==> config.mk <==
export PLATFORM = sky130hd
export DESIGN_NAME = isa_master_cycle_sequencer
export DESIGN_NICKNAME = d
export VERILOG_FILES = /design/src/include/isa_seq_pkg.sv /design/src/hdl/isa_master_cycle_sequencer.sv
export VERILOG_INCLUDE_DIRS = /design/src /design/src/include
export SDC_FILE = /design/constraint.sdc
export NUM_CORES = 1
export LEC_CHECK = 0
export ABC_AREA = 1
export BUFFER_PORTS_ARGS = -buffer_cell sky130_fd_sc_hd__buf_4
export CORE_ASPECT_RATIO = 0.5
export CORE_MARGIN = 10
export CORE_UTILIZATION = 40
export DETAILED_ROUTE_END_ITERATION = 10
export SLEW_MARGIN = 20
export SYNTH_ARGS = -nofsm -noshare
export SYNTH_HDL_FRONTEND = slang
export SYNTH_SLANG_ARGS = --single-unit
==> constraint.sdc <==
create_clock -name CORE_CLK -period 2.2 [get_ports CORE_CLK]
set_clock_uncertainty 0.1 [all_clocks]
set_input_delay 0 -clock CORE_CLK [delete_from_list [all_inputs] [get_ports CORE_CLK]]
set_output_delay 0 -clock CORE_CLK [all_outputs]
set_load 0.005 [all_outputs]
==> src/include/isa_seq_defines.svh <==
`ifndef ISA_SEQ_DEFINES_SVH
`define ISA_SEQ_DEFINES_SVH

// Width of the phase counter, in double-rate clock periods (T)
`define ISA_CNT_W 5

// Phase lengths in T
`define ISA_T_ALE 5'h05
`define ISA_T_CMD_2BCLK 5'h09
`define ISA_T_CMD_3BCLK 5'h09
`define ISA_T_CMD_4BCLK 5'h0b
`define ISA_T_CMD_7BCLK 5'h11
`define ISA_T_HOLD 5'h05

// Address layout
`define ISA_ADDR_W 24
`define ISA_LA_HI 23
`define ISA_LA_LO 17
`define ISA_SA_HI 19
`define ISA_MB_HI 23
`define ISA_MB_LO 20
`define ISA_MB_ZERO 4'h0

// Reset values
`define ISA_ADDR_RST 24'h000000
`define ISA_CNT_RST 5'h00
`define ISA_CNT_ONE 5'h01

`endif

==> src/include/isa_seq_pkg.sv <==
`include "isa_seq_defines.svh"

package isa_seq_pkg;

  typedef enum logic [1:0] {
    LEN_2BCLK,
    LEN_3BCLK,
    LEN_4BCLK,
    LEN_7BCLK
  } len_t;

  typedef struct packed {
    logic is_io;
    logic write;
    logic wide;
    len_t len;
    logic bhe_n;
    logic [`ISA_ADDR_W-1:0] addr;
  } isa_req_t;

  // Active-low command strobes
  typedef struct packed {
    logic memr_n;
    logic memw_n;
    logic smemr_n;
    logic smemw_n;
    logic ior_n;
    logic iow_n;
  } isa_cmd_t;

  typedef enum logic [2:0] {
    ST_IDLE,
    ST_SYNC,
    ST_ALE,
    ST_CMD,
    ST_HOLD
  } seq_state_t;

endpackage

==> src/hdl/isa_master_cycle_sequencer.sv <==
`timescale 1ns/100ps
`include "isa_seq_defines.svh"
// Summary of operation
// - Upper address valid at least five T before address latch negates.
// - Upper address valid at least five T before memory command asserts.
// - System address and byte-high enable valid one T before latch negates.
// - System address valid at least two T before memory command asserts.
// - System address valid at least two T before I/O command asserts.
// - Address latch stays asserted at least one T.
// - Address latch asserts at least two T before memory command.
// - Address latch asserts at least two T before I/O command.
// - Address latch asserts at least eleven T before memory command negates.
// - Upper address held at least fourteen T after latch negates.
// - Memory command asserted at least thirteen T before upper address changes.
// - Memory command held asserted at least nine T in standard cycles.
// - I/O command held asserted at least nine T in standard cycles.
// - Memory command asserted at least ten T before system address changes.
// - Cycle lengths 2, 3, 4 BCLK for 16-bit, 2, 3, 7 BCLK for 8-bit.
// - Command strobes become valid within two T of the reference edge.

module isa_master_cycle_sequencer #(
  parameter logic [`ISA_CNT_W-1:0] T_ALE = `ISA_T_ALE,
  parameter logic [`ISA_CNT_W-1:0] T_HOLD = `ISA_T_HOLD
) (
  // Clock and reset
  input wire logic CORE_CLK,
  input wire logic ARST_N,
  // Double-rate ISA clock, asynchronous to the core clock
  input wire logic ISA_DOUBLE_RATE_CLOCK,
  // Request side
  input wire logic REQ_VALID,
  input wire isa_seq_pkg::isa_req_t REQ,
  output logic REQ_READY,
  output logic REQ_ERROR,
  output logic DONE,
  // ISA bus side
  output logic [`ISA_LA_HI-`ISA_LA_LO:0] ISA_LA,
  output logic [`ISA_SA_HI:0] ISA_SA,
  output logic ISA_SBHE_N,
  output logic ISA_ALE_N,
  output isa_seq_pkg::isa_cmd_t ISA_CMD_N
);

  localparam isa_seq_pkg::isa_cmd_t CMD_IDLE = '{default: 1'b1};
  // A shortened phase would eat into the address margins, so the
  // parameters can only lengthen the latch and hold phases
  localparam logic [`ISA_CNT_W-1:0] ALE_LEN =
    (T_ALE < `ISA_T_ALE) ? `ISA_T_ALE : T_ALE;
  localparam logic [`ISA_CNT_W-1:0] HOLD_LEN =
    (T_HOLD < `ISA_T_HOLD) ? `ISA_T_HOLD : T_HOLD;

  // Edge detect on the double-rate clock
  logic clk_s1;
  logic clk_s2;
  logic clk_s3;

  // Sequencer state and the request held for the whole cycle
  isa_seq_pkg::seq_state_t state;
  isa_seq_pkg::seq_state_t next_state;
  isa_seq_pkg::isa_req_t req_r;

  // Phase timing
  logic [`ISA_CNT_W-1:0] cnt;
  logic [`ISA_CNT_W-1:0] cmd_ticks;
  logic [`ISA_CNT_W-1:0] limit;

  // Strobe select in the layout of the strobe word: strobe_on active high, cmd_sel its active-low copy
  wire isa_seq_pkg::isa_cmd_t strobe_on;
  wire isa_seq_pkg::isa_cmd_t cmd_sel;

  // Raw decode of the state and the counter
  wire tick;
  wire accept;
  wire bad_combo;
  wire phase_last;
  wire mem_low;
  wire start_addr;
  wire end_ale;
  wire end_cmd;
  wire end_hold;
  wire in_idle;
  wire in_sync;
  wire in_ale;
  wire in_cmd;
  wire in_hold;

  // Cycle events by name, so the flops below stay plain
  wire take;
  wire refuse;
  wire ready_next;
  wire load_addr;
  wire ale_on;
  wire ale_off;
  wire cmd_on;
  wire cmd_off;
  wire sel_io;
  wire sel_low;
  wire sel_high;

  // Only the second stage is read; the third is the edge reference
  always_ff @(posedge CORE_CLK or negedge ARST_N) begin
    if (!ARST_N) begin
      clk_s1 <= 1'b0;
      clk_s2 <= 1'b0;
      clk_s3 <= 1'b0;
    end else begin
      clk_s1 <= ISA_DOUBLE_RATE_CLOCK;
      clk_s2 <= clk_s1;
      clk_s3 <= clk_s2;
    end
  end

  // One pulse per rising edge of the double-rate clock: the T unit
  assign tick = clk_s2 & ~clk_s3;

  // Named state decode
  assign in_idle = (state == isa_seq_pkg::ST_IDLE);
  assign in_sync = (state == isa_seq_pkg::ST_SYNC);
  assign in_ale = (state == isa_seq_pkg::ST_ALE);
  assign in_cmd = (state == isa_seq_pkg::ST_CMD);
  assign in_hold = (state == isa_seq_pkg::ST_HOLD);

  assign accept = REQ_VALID & in_idle;

  // 16-bit slaves have no 7 BCLK cycle, 8-bit slaves no 4 BCLK cycle
  assign bad_combo = REQ.wide ? (REQ.len == isa_seq_pkg::LEN_7BCLK) :
                                (REQ.len == isa_seq_pkg::LEN_4BCLK);

  assign take = accept & ~bad_combo;
  assign refuse = accept & bad_combo;
  assign ready_next = (next_state == isa_seq_pkg::ST_IDLE);
  assign load_addr = start_addr;
  assign ale_on = start_addr;
  assign ale_off = end_ale;
  assign cmd_on = end_ale;
  assign cmd_off = end_cmd;

  // Command width per cycle length, never under nine T; the short
  // cycles trade speed for the standard command width
  always_comb begin
    unique case (req_r.len)
      isa_seq_pkg::LEN_2BCLK: begin
        cmd_ticks = `ISA_T_CMD_2BCLK;
      end
      isa_seq_pkg::LEN_3BCLK: begin
        cmd_ticks = `ISA_T_CMD_3BCLK;
      end
      isa_seq_pkg::LEN_4BCLK: begin
        cmd_ticks = `ISA_T_CMD_4BCLK;
      end
      isa_seq_pkg::LEN_7BCLK: begin
        cmd_ticks = `ISA_T_CMD_7BCLK;
      end
    endcase
  end

  // Phase length for the current state; idle and sync phases
  // count one T; sync ends on the first tick, idle on a taken request
  always_comb begin
    unique case (state)
      isa_seq_pkg::ST_ALE: begin
        limit = ALE_LEN;
      end
      isa_seq_pkg::ST_CMD: begin
        limit = cmd_ticks;
      end
      isa_seq_pkg::ST_HOLD: begin
        limit = HOLD_LEN;
      end
      default: begin
        limit = `ISA_CNT_ONE;
      end
    endcase
  end

  assign phase_last = tick & (cnt == limit - `ISA_CNT_ONE);
  assign start_addr = tick & in_sync;
  assign end_ale = phase_last & in_ale;
  assign end_cmd = phase_last & in_cmd;
  assign end_hold = phase_last & in_hold;

  // Below 1 MB memory uses the system strobes, above it the full ones
  assign mem_low = (req_r.addr[`ISA_MB_HI:`ISA_MB_LO] == `ISA_MB_ZERO);

  // Space decode; below 1 MB the system strobes take the cycle
  assign sel_io = req_r.is_io;
  assign sel_low = ~req_r.is_io & mem_low;
  assign sel_high = ~req_r.is_io & ~mem_low;

  assign strobe_on.memr_n = sel_high & ~req_r.write;
  assign strobe_on.memw_n = sel_high & req_r.write;
  assign strobe_on.smemr_n = sel_low & ~req_r.write;
  assign strobe_on.smemw_n = sel_low & req_r.write;
  assign strobe_on.ior_n = sel_io & ~req_r.write;
  assign strobe_on.iow_n = sel_io & req_r.write;

  // Exactly one strobe low per cycle
  for (genvar i = 0; i < $bits(isa_seq_pkg::isa_cmd_t); i++) begin : g_sel
    assign cmd_sel[i] = ~strobe_on[i];
  end

  always_comb begin
    next_state = state;
    unique case (state)
      isa_seq_pkg::ST_IDLE:
        if (take) begin
          next_state = isa_seq_pkg::ST_SYNC;
        end
      isa_seq_pkg::ST_SYNC:
        if (start_addr) begin
          next_state = isa_seq_pkg::ST_ALE;
        end
      isa_seq_pkg::ST_ALE:
        if (end_ale) begin
          next_state = isa_seq_pkg::ST_CMD;
        end
      isa_seq_pkg::ST_CMD:
        if (end_cmd) begin
          next_state = isa_seq_pkg::ST_HOLD;
        end
      isa_seq_pkg::ST_HOLD:
        if (end_hold) begin
          next_state = isa_seq_pkg::ST_IDLE;
        end
      default: begin
        next_state = isa_seq_pkg::ST_IDLE;
      end
    endcase
  end

  // State register
  always_ff @(posedge CORE_CLK or negedge ARST_N) begin
    if (!ARST_N) begin
      state <= isa_seq_pkg::ST_IDLE;
    end else begin
      state <= next_state;
    end
  end

  // Counts whole T inside a phase; phases start on a tick
  always_ff @(posedge CORE_CLK or negedge ARST_N) begin
    if (!ARST_N) begin
      cnt <= `ISA_CNT_RST;
    end else if (phase_last || start_addr) begin
      cnt <= `ISA_CNT_RST;
    end else if (tick) begin
      cnt <= cnt + `ISA_CNT_ONE;
    end
  end

  // A refused request must not disturb the request held last
  always_ff @(posedge CORE_CLK or negedge ARST_N) begin
    if (!ARST_N) begin
      req_r <= '0;
    end else if (take) begin
      req_r <= REQ;
    end
  end

  // Addresses change only at the start of a cycle, so they stay
  // valid past the hold phase until the next request
  always_ff @(posedge CORE_CLK or negedge ARST_N) begin
    if (!ARST_N) begin
      ISA_LA <= '0;
    end else if (load_addr) begin
      ISA_LA <= req_r.addr[`ISA_LA_HI:`ISA_LA_LO];
    end
  end

  // System address loads with the upper address, one whole latch
  // phase before the latch negates
  always_ff @(posedge CORE_CLK or negedge ARST_N) begin
    if (!ARST_N) begin
      ISA_SA <= '0;
    end else if (load_addr) begin
      ISA_SA <= req_r.addr[`ISA_SA_HI:0];
    end
  end

  // Byte-high enable travels with the system address
  always_ff @(posedge CORE_CLK or negedge ARST_N) begin
    if (!ARST_N) begin
      ISA_SBHE_N <= 1'b1;
    end else if (load_addr) begin
      ISA_SBHE_N <= req_r.bhe_n;
    end
  end

  // Latch asserts with the address and negates after the latch
  // phase; it never overlaps the start of a command
  always_ff @(posedge CORE_CLK or negedge ARST_N) begin
    if (!ARST_N) begin
      ISA_ALE_N <= 1'b1;
    end else if (ale_on) begin
      ISA_ALE_N <= 1'b0;
    end else if (ale_off) begin
      ISA_ALE_N <= 1'b1;
    end
  end

  // Command asserts as the latch negates: five T after address and
  // latch, then held; the hold phase covers address-change margins
  always_ff @(posedge CORE_CLK or negedge ARST_N) begin
    if (!ARST_N) begin
      ISA_CMD_N <= CMD_IDLE;
    end else if (cmd_on) begin
      ISA_CMD_N <= cmd_sel;
    end else if (cmd_off) begin
      ISA_CMD_N <= CMD_IDLE;
    end
  end

  // Release only after the hold phase protects the addresses;
  // a single pulse, so no clear is needed
  always_ff @(posedge CORE_CLK or negedge ARST_N) begin
    if (!ARST_N) begin
      DONE <= 1'b0;
    end else begin
      DONE <= end_hold;
    end
  end

  // A refused request leaves the bus untouched and the port ready;
  // the pulse names the refusal to the requester
  always_ff @(posedge CORE_CLK or negedge ARST_N) begin
    if (!ARST_N) begin
      REQ_ERROR <= 1'b0;
    end else begin
      REQ_ERROR <= refuse;
    end
  end

  // Ready looks one edge ahead, so a request can follow in the
  // cycle that shows DONE
  always_ff @(posedge CORE_CLK or negedge ARST_N) begin
    if (!ARST_N) begin
      REQ_READY <= 1'b0;
    end else begin
      REQ_READY <= ready_next;
    end
  end

endmodule // isa_master_cycle_sequencer

* Yosys cells after proc, flatten, opt, wreduce, memory -nomap -nowiden
Index checks and enable logic that the tools add are counted.
Cells by class: add/subtract/negate cells 2, equality and inequality tests 10, muxes and demuxes 15, bitwise operators 28, reduce and logical (&&, ||, !) cells 10
Operator list (count):
- 1-bit bitwise AND | 17
- 3-bit 2-to-1 mux | 5
- 3-bit one-hot mux with 5 select lines | 1
- 5-bit one-hot mux with 3 select lines | 1
- 6-bit 2-to-1 mux | 2
- 1-bit inverter | 11
- 5-bit 2-to-1 mux | 2
- 5-bit one-hot mux with 2 select lines | 1
- 2-bit == test, second input constant | 4
- 3-bit by 2-bit == test with 1-bit output, second input constant | 2
- 3-bit logical NOT | 2
- 2-bit nonzero test | 3
- 5-bit by 1-bit adder with 5-bit output, second input constant | 1
- 5-bit == test | 1
- 5-bit by 1-bit subtractor with 5-bit output, second input constant | 1
- 4-bit logical NOT | 1
- 2-bit OR reduction | 2
- 3-bit by 1-bit == test with 1-bit output, second input constant | 1
- 3-bit == test, second input constant | 1
- 1-bit 2-to-1 mux | 3
- 2-bit by 1-bit == test with 1-bit output, second input constant | 1
- 2-bit logical NOT | 1
- 1-bit logical OR | 1
Word-level totals: register bits 78, input bits 34, output and inout bits 38, word-level logic and storage cells 88

* Depth between registers and ports, before layout
depth after elaboration 11, depth in mapped cells 10

* Least setup slack after synthesis
No wires, ideal clock.
path kind flip-flop to flip-flop, start point reg clk_s3, end point reg ISA_CMD_N[2] (netlist bit), setup time 77 ps, arrival time 1345 ps, data required time 2023 ps, slack 678 ps, cell stages (with the launch flop) 10, buffers on the path 1, cells stage by stage dfrtp_1 > or2_1 > buf_4 > nor2_8 > nand2_4 > nor2_8 > nand3_4 > inv_2 > nand2_1 > o21a_1
Between the ends: longest elaborated chain between the ends 5, elaborated cells between the ends (all ways) 7, classes of those cells mux (1); bitwise (5); reduce/logical (1)
RTL lines:
- start, declared | line isa_master_cycle_sequencer.sv:55 | logic clk_s3;
- start signal, assigned | line isa_master_cycle_sequencer.sv:109 | clk_s3 <= clk_s2;
- 1-bit inverter (*) | line isa_master_cycle_sequencer.sv:114 | assign tick = clk_s2 & ~clk_s3;
- 1-bit bitwise AND (*) | line isa_master_cycle_sequencer.sv:114
- 1-bit bitwise AND (*) | line isa_master_cycle_sequencer.sv:176 | assign phase_last = tick & (cnt == limit - `ISA_CNT_ONE);
- 1-bit bitwise AND (on tied branches) | line isa_master_cycle_sequencer.sv:178, isa_master_cycle_sequencer.sv:179
- 6-bit 2-to-1 mux or 2-bit nonzero test (tied branches)
- end signal, assigned | line isa_master_cycle_sequencer.sv:307 | ISA_CMD_N <= cmd_sel;
- end, declared | line isa_master_cycle_sequencer.sv:41 | output isa_seq_pkg::isa_cmd_t ISA_CMD_N
Mark *: on every way between the ends. The rest lies on a longest branch, timed or not. A chain may end at the register's enable or synchronous reset.

* Worst setup path after layout
start point reg state[0], end point reg req_r[19] (netlist bit)
Between the ends: longest elaborated chain between the ends 3
RTL lines:
- start, declared | line isa_master_cycle_sequencer.sv:58 | isa_seq_pkg::seq_state_t state;
- start signal, assigned | line isa_master_cycle_sequencer.sv:234 | state <= isa_seq_pkg::ST_IDLE;
- start signal, assigned | line isa_master_cycle_sequencer.sv:236 | state <= next_state;
- 3-bit logical NOT | line isa_master_cycle_sequencer.sv:117 | assign in_idle = (state == isa_seq_pkg::ST_IDLE);
- 1-bit bitwise AND | line isa_master_cycle_sequencer.sv:123 | assign accept = REQ_VALID & in_idle;
- 1-bit bitwise AND | line isa_master_cycle_sequencer.sv:129 | assign take = accept & ~bad_combo;
- end signal, assigned | line isa_master_cycle_sequencer.sv:254 | req_r <= '0;
- end signal, assigned | line isa_master_cycle_sequencer.sv:256 | req_r <= REQ;
- end, declared | line isa_master_cycle_sequencer.sv:60 | isa_seq_pkg::isa_req_t req_r;
No other way between the ends.

==> Flow_metrics.wiki <==
{| class="wikitable"
! Metric !! Value
|-
| Maximum vdd drop || 0.000537 V
|-
| Hold/Removal Path Class || input pin to register
|-
| Final weighted congestion of routability-driven global placement || 0.846
|-
| Most area-consuming cells after synthesis || dfrtp_1, dfstp_2, nand2_1
|-
| Average wire per standard cell || 13.1 µm
|-
| Final antenna-violating net count || 0
|-
| Count of max-cap constraint violations || 0
|-
| Type of the setup path with the least slack || register to register
|-
| Pin slew with the least headroom to its limit || 0.926 ns
|-
| Overall die width || 145 µm
|-
| Final period demand of the worst path || 1.71 ns
|-
| Max-slew violation total from the final report || 0
|-
| Worst endpoint required time || 2.31 ns
|-
| Die height || 82.5 µm
|-
| Total instance count after detailed placement || 491
|-
| Worst setup path start || state[0]
|-
| H-tree lvl count || 3
|-
| Total Nets Final || 461
|-
| Initial cell density of the core || 0.418
|-
| Peak Freq || 0.586 GHz
|-
| Crit share post-route || 0.776
|-
| Wirelength, routed || 7050 µm
|-
| Clock tree from TritonCTS || built
|-
| First DRT Iteration DRCs || 180
|-
| Diodes inserted || 0
|-
| Total core area || 7460 µm²
|-
| Final global-route overflow total || 0
|-
| Global-route wire length before repair || 11800 µm
|-
| Kind of start point of the critical path || register
|-
| Number of ports placed on the die boundary || 72
|-
| Estimated wirelength of the detail-placed design || 5000 µm
|-
| Number of post-CTS setup repair buffers || 0
|-
| Share of synthesized area occupied by flip-flops and latches || 0.605
|-
| Worst endpoint data arrival time || 1.82 ns
|-
| Overall routing resource usage || 0.124
|-
| Power density normalized to cell area || 1330 nW/µm²
|-
| Endpoint type of the worst setup path || register
|-
| Flops & latches, synth || 75
|-
| Prevailing post-synth register cell || dfrtp_1
|-
| Final Hold Fails || 0
|-
| Number of global-route vias before repair || 2480
|-
| Clock buffer count from CTS || 9
|-
| Area share of the largest cell type after synthesis || 0.537
|-
| Synth Warn # || 0
|-
| Std cell rows || 22
|-
| Result of the run || finished clean
|-
| Die area || 11900 µm²
|-
| Worst hold slack || 0.0647 ns
|-
| Clock transition at the registers of the reported paths || 0.06 ns
|-
| Clock Sink Count || 75
|-
| Final Util || 0.588
|-
| Max-slew headroom at the worst pin || 0.382
|-
| Filler Cell Count || 634
|-
| Post-route setup TNS || 0 ns
|-
| Average size of a mapped cell || 9.69 µm²
|-
| Post-layout instance count excluding filler cells || 539
|-
| Root Buffer || clkbuf_16
|-
| Nets in the synthesized netlist || 357
|-
| Netlist Area Pre-Place || 3120 µm²
|-
| Routed via count divided by cell count || 4.52
|-
| Startpoint of the most critical register-to-register path || state[0]
|-
| Clock network latency to the later pin of the worst-skew pair || 0.33 ns
|-
| Share of synthesized flip-flops with an asynchronous set or reset || 1.00
|-
| Hold Path Origin || REQ_VALID
|-
| Distinct cell type count after synthesis || 32
|-
| Ranking of synthesized cells by instance count || dfrtp_1, nand2_1, nor2_1
|-
| Most instantiated library cell after synthesis || dfrtp_1
|-
| TritonRoute pass-1 iters || 4
|-
| Unrepaired setup endpoints after global routing || false
|-
| Setup violation total in the final timing report || 0
|-
| Max Fanout on Critical Path || 28
|-
| Maximum number of pins on one net before global-route repair || 76
|-
| Layout cell share with drive strength beyond 1 || 0.281
|-
| IO buf count || 71
|-
| Routed via count || 2434
|-
| Leakage power || 2.19 nW
|-
| Layout-stage area growth over the synthesis result || 40.5%
|-
| DRC violation count after routing || 0
|-
| Number of enable flip-flop cells after synthesis || 0
|-
| Number of antenna violations at the first check in global routing || 0
|-
| Leading area contributor after synthesis || dfrtp_1
|-
| Number of instances in the synthesized netlist || 322
|-
| CTS Buffer Depth || 2
|}
cells by family after synthesis:
kind of cell	after synthesis	share of synthesized area
xor+xnor	3	0.00842
flops	75	0.605
mux	3	0.0108
fa+ha+maj	1	0.00401
buf+inv	51	0.0682
simple gates	133	0.207
compound gates	56	0.0970
state kept, by name, indices dropped and copies added (netlist names), 3 cells and up:
signal and cells:
ISA_LA 7, cnt 5, ISA_SA 17, ISA_CMD_N 6, state 3, req_r 28
path summary, 6_finish.rpt:
| check | cells after the start | to | slack [ns] |
|---|---|---|---|
| max | 5 | req_r[19] | 0.49 |
| min | 4 | REQ_ERROR | 0.06 |
| max reg2reg | 5 | req_r[19] | 0.49 |
| min reg2reg | 0 | clk_s2 | 0.26 |
| max in group asynchronous | 2 | cnt[3] | 1.16 |
| min in group asynchronous | 2 | req_r[14] | 0.25 |
metrics by stage:
step / setup WS, ns / power [W] / area, µm²
global placement: 0.549 / 0.00426 / 3750
floorplan: 0.678 / 0.00344 / 3120
finish: 0.494 / 0.00582 / 4380
CTS: 0.503 / 0.00591 / 4380
global route: 0.391 / 0.00627 / 4380
detailed placement: 0.505 / 0.00432 / 3750
layout make-up:
cell class	instances	area (µm²)	share of cell area
Clock buffer	13	270	0.0617
Sequential cell	75	1890	0.430
Timing Repair Buffer	107	883	0.202
Inverter	37	139	0.0317
Tap cell	108	135	0.0308
Clock inverter	3	45.0	0.0103
Multi-Input combinational cell	196	1020	0.234
power by group:
part           total [W]  internal [W]  switching, W
combinational    0.00192      0.000935      0.000984
sequential       0.00239       0.00204      0.000353
clock            0.00151      0.000970      0.000541
layer usage:
layer,wire [µm],vias to the layer above,GRT usage
li1,-,1222,-
met1,3160,1153,0.141
met2,3440,52,0.208
met3,363,7,0.0505
met4,88,0,0.0567
met5,0,-,0
cells in the final DEF, fill, tap and decap left out:
master,instances
buf_4,75
dfrtp_1,67
nand2_1,51
nor2_1,46
inv_1,34
dlygate4sd3_1,32
a21oi_1,26
o21ai_0,18
clkbuf_16,9
dfstp_2,8
nand3_1,8
nand2_2,7
nor3_1,7
o21ai_1,6
inv_2,3
nor2_8,3
nand2_4,3
o21a_1,3
mux2_2,3
clkbuf_8,3
xnor2_1,2
nand4_1,2
clkinvlp_4,2
nor2_4,1
a21oi_4,1
or2_1,1
nand3_4,1
and3_1,1
a22oi_1,1
nand3_2,1
xor2_1,1
nor3b_1,1
o22ai_1,1
ha_1,1
clkbuf_1,1
bufinv_16,1
worst max-delay path, stage by stage (launching register included):
cell     delay [ns]
dfrtp_1        0.42
nor2_1         0.21
and3_1         0.25
nand2_2        0.08
buf_4          0.22
mux2_2         0.30
timing repair:
item	4_1_cts	5_1_grt
hold endpoints to repair	98	0
resized for setup	0	0
hold buffers	32	0
Power figures use the tool's default switching activity.
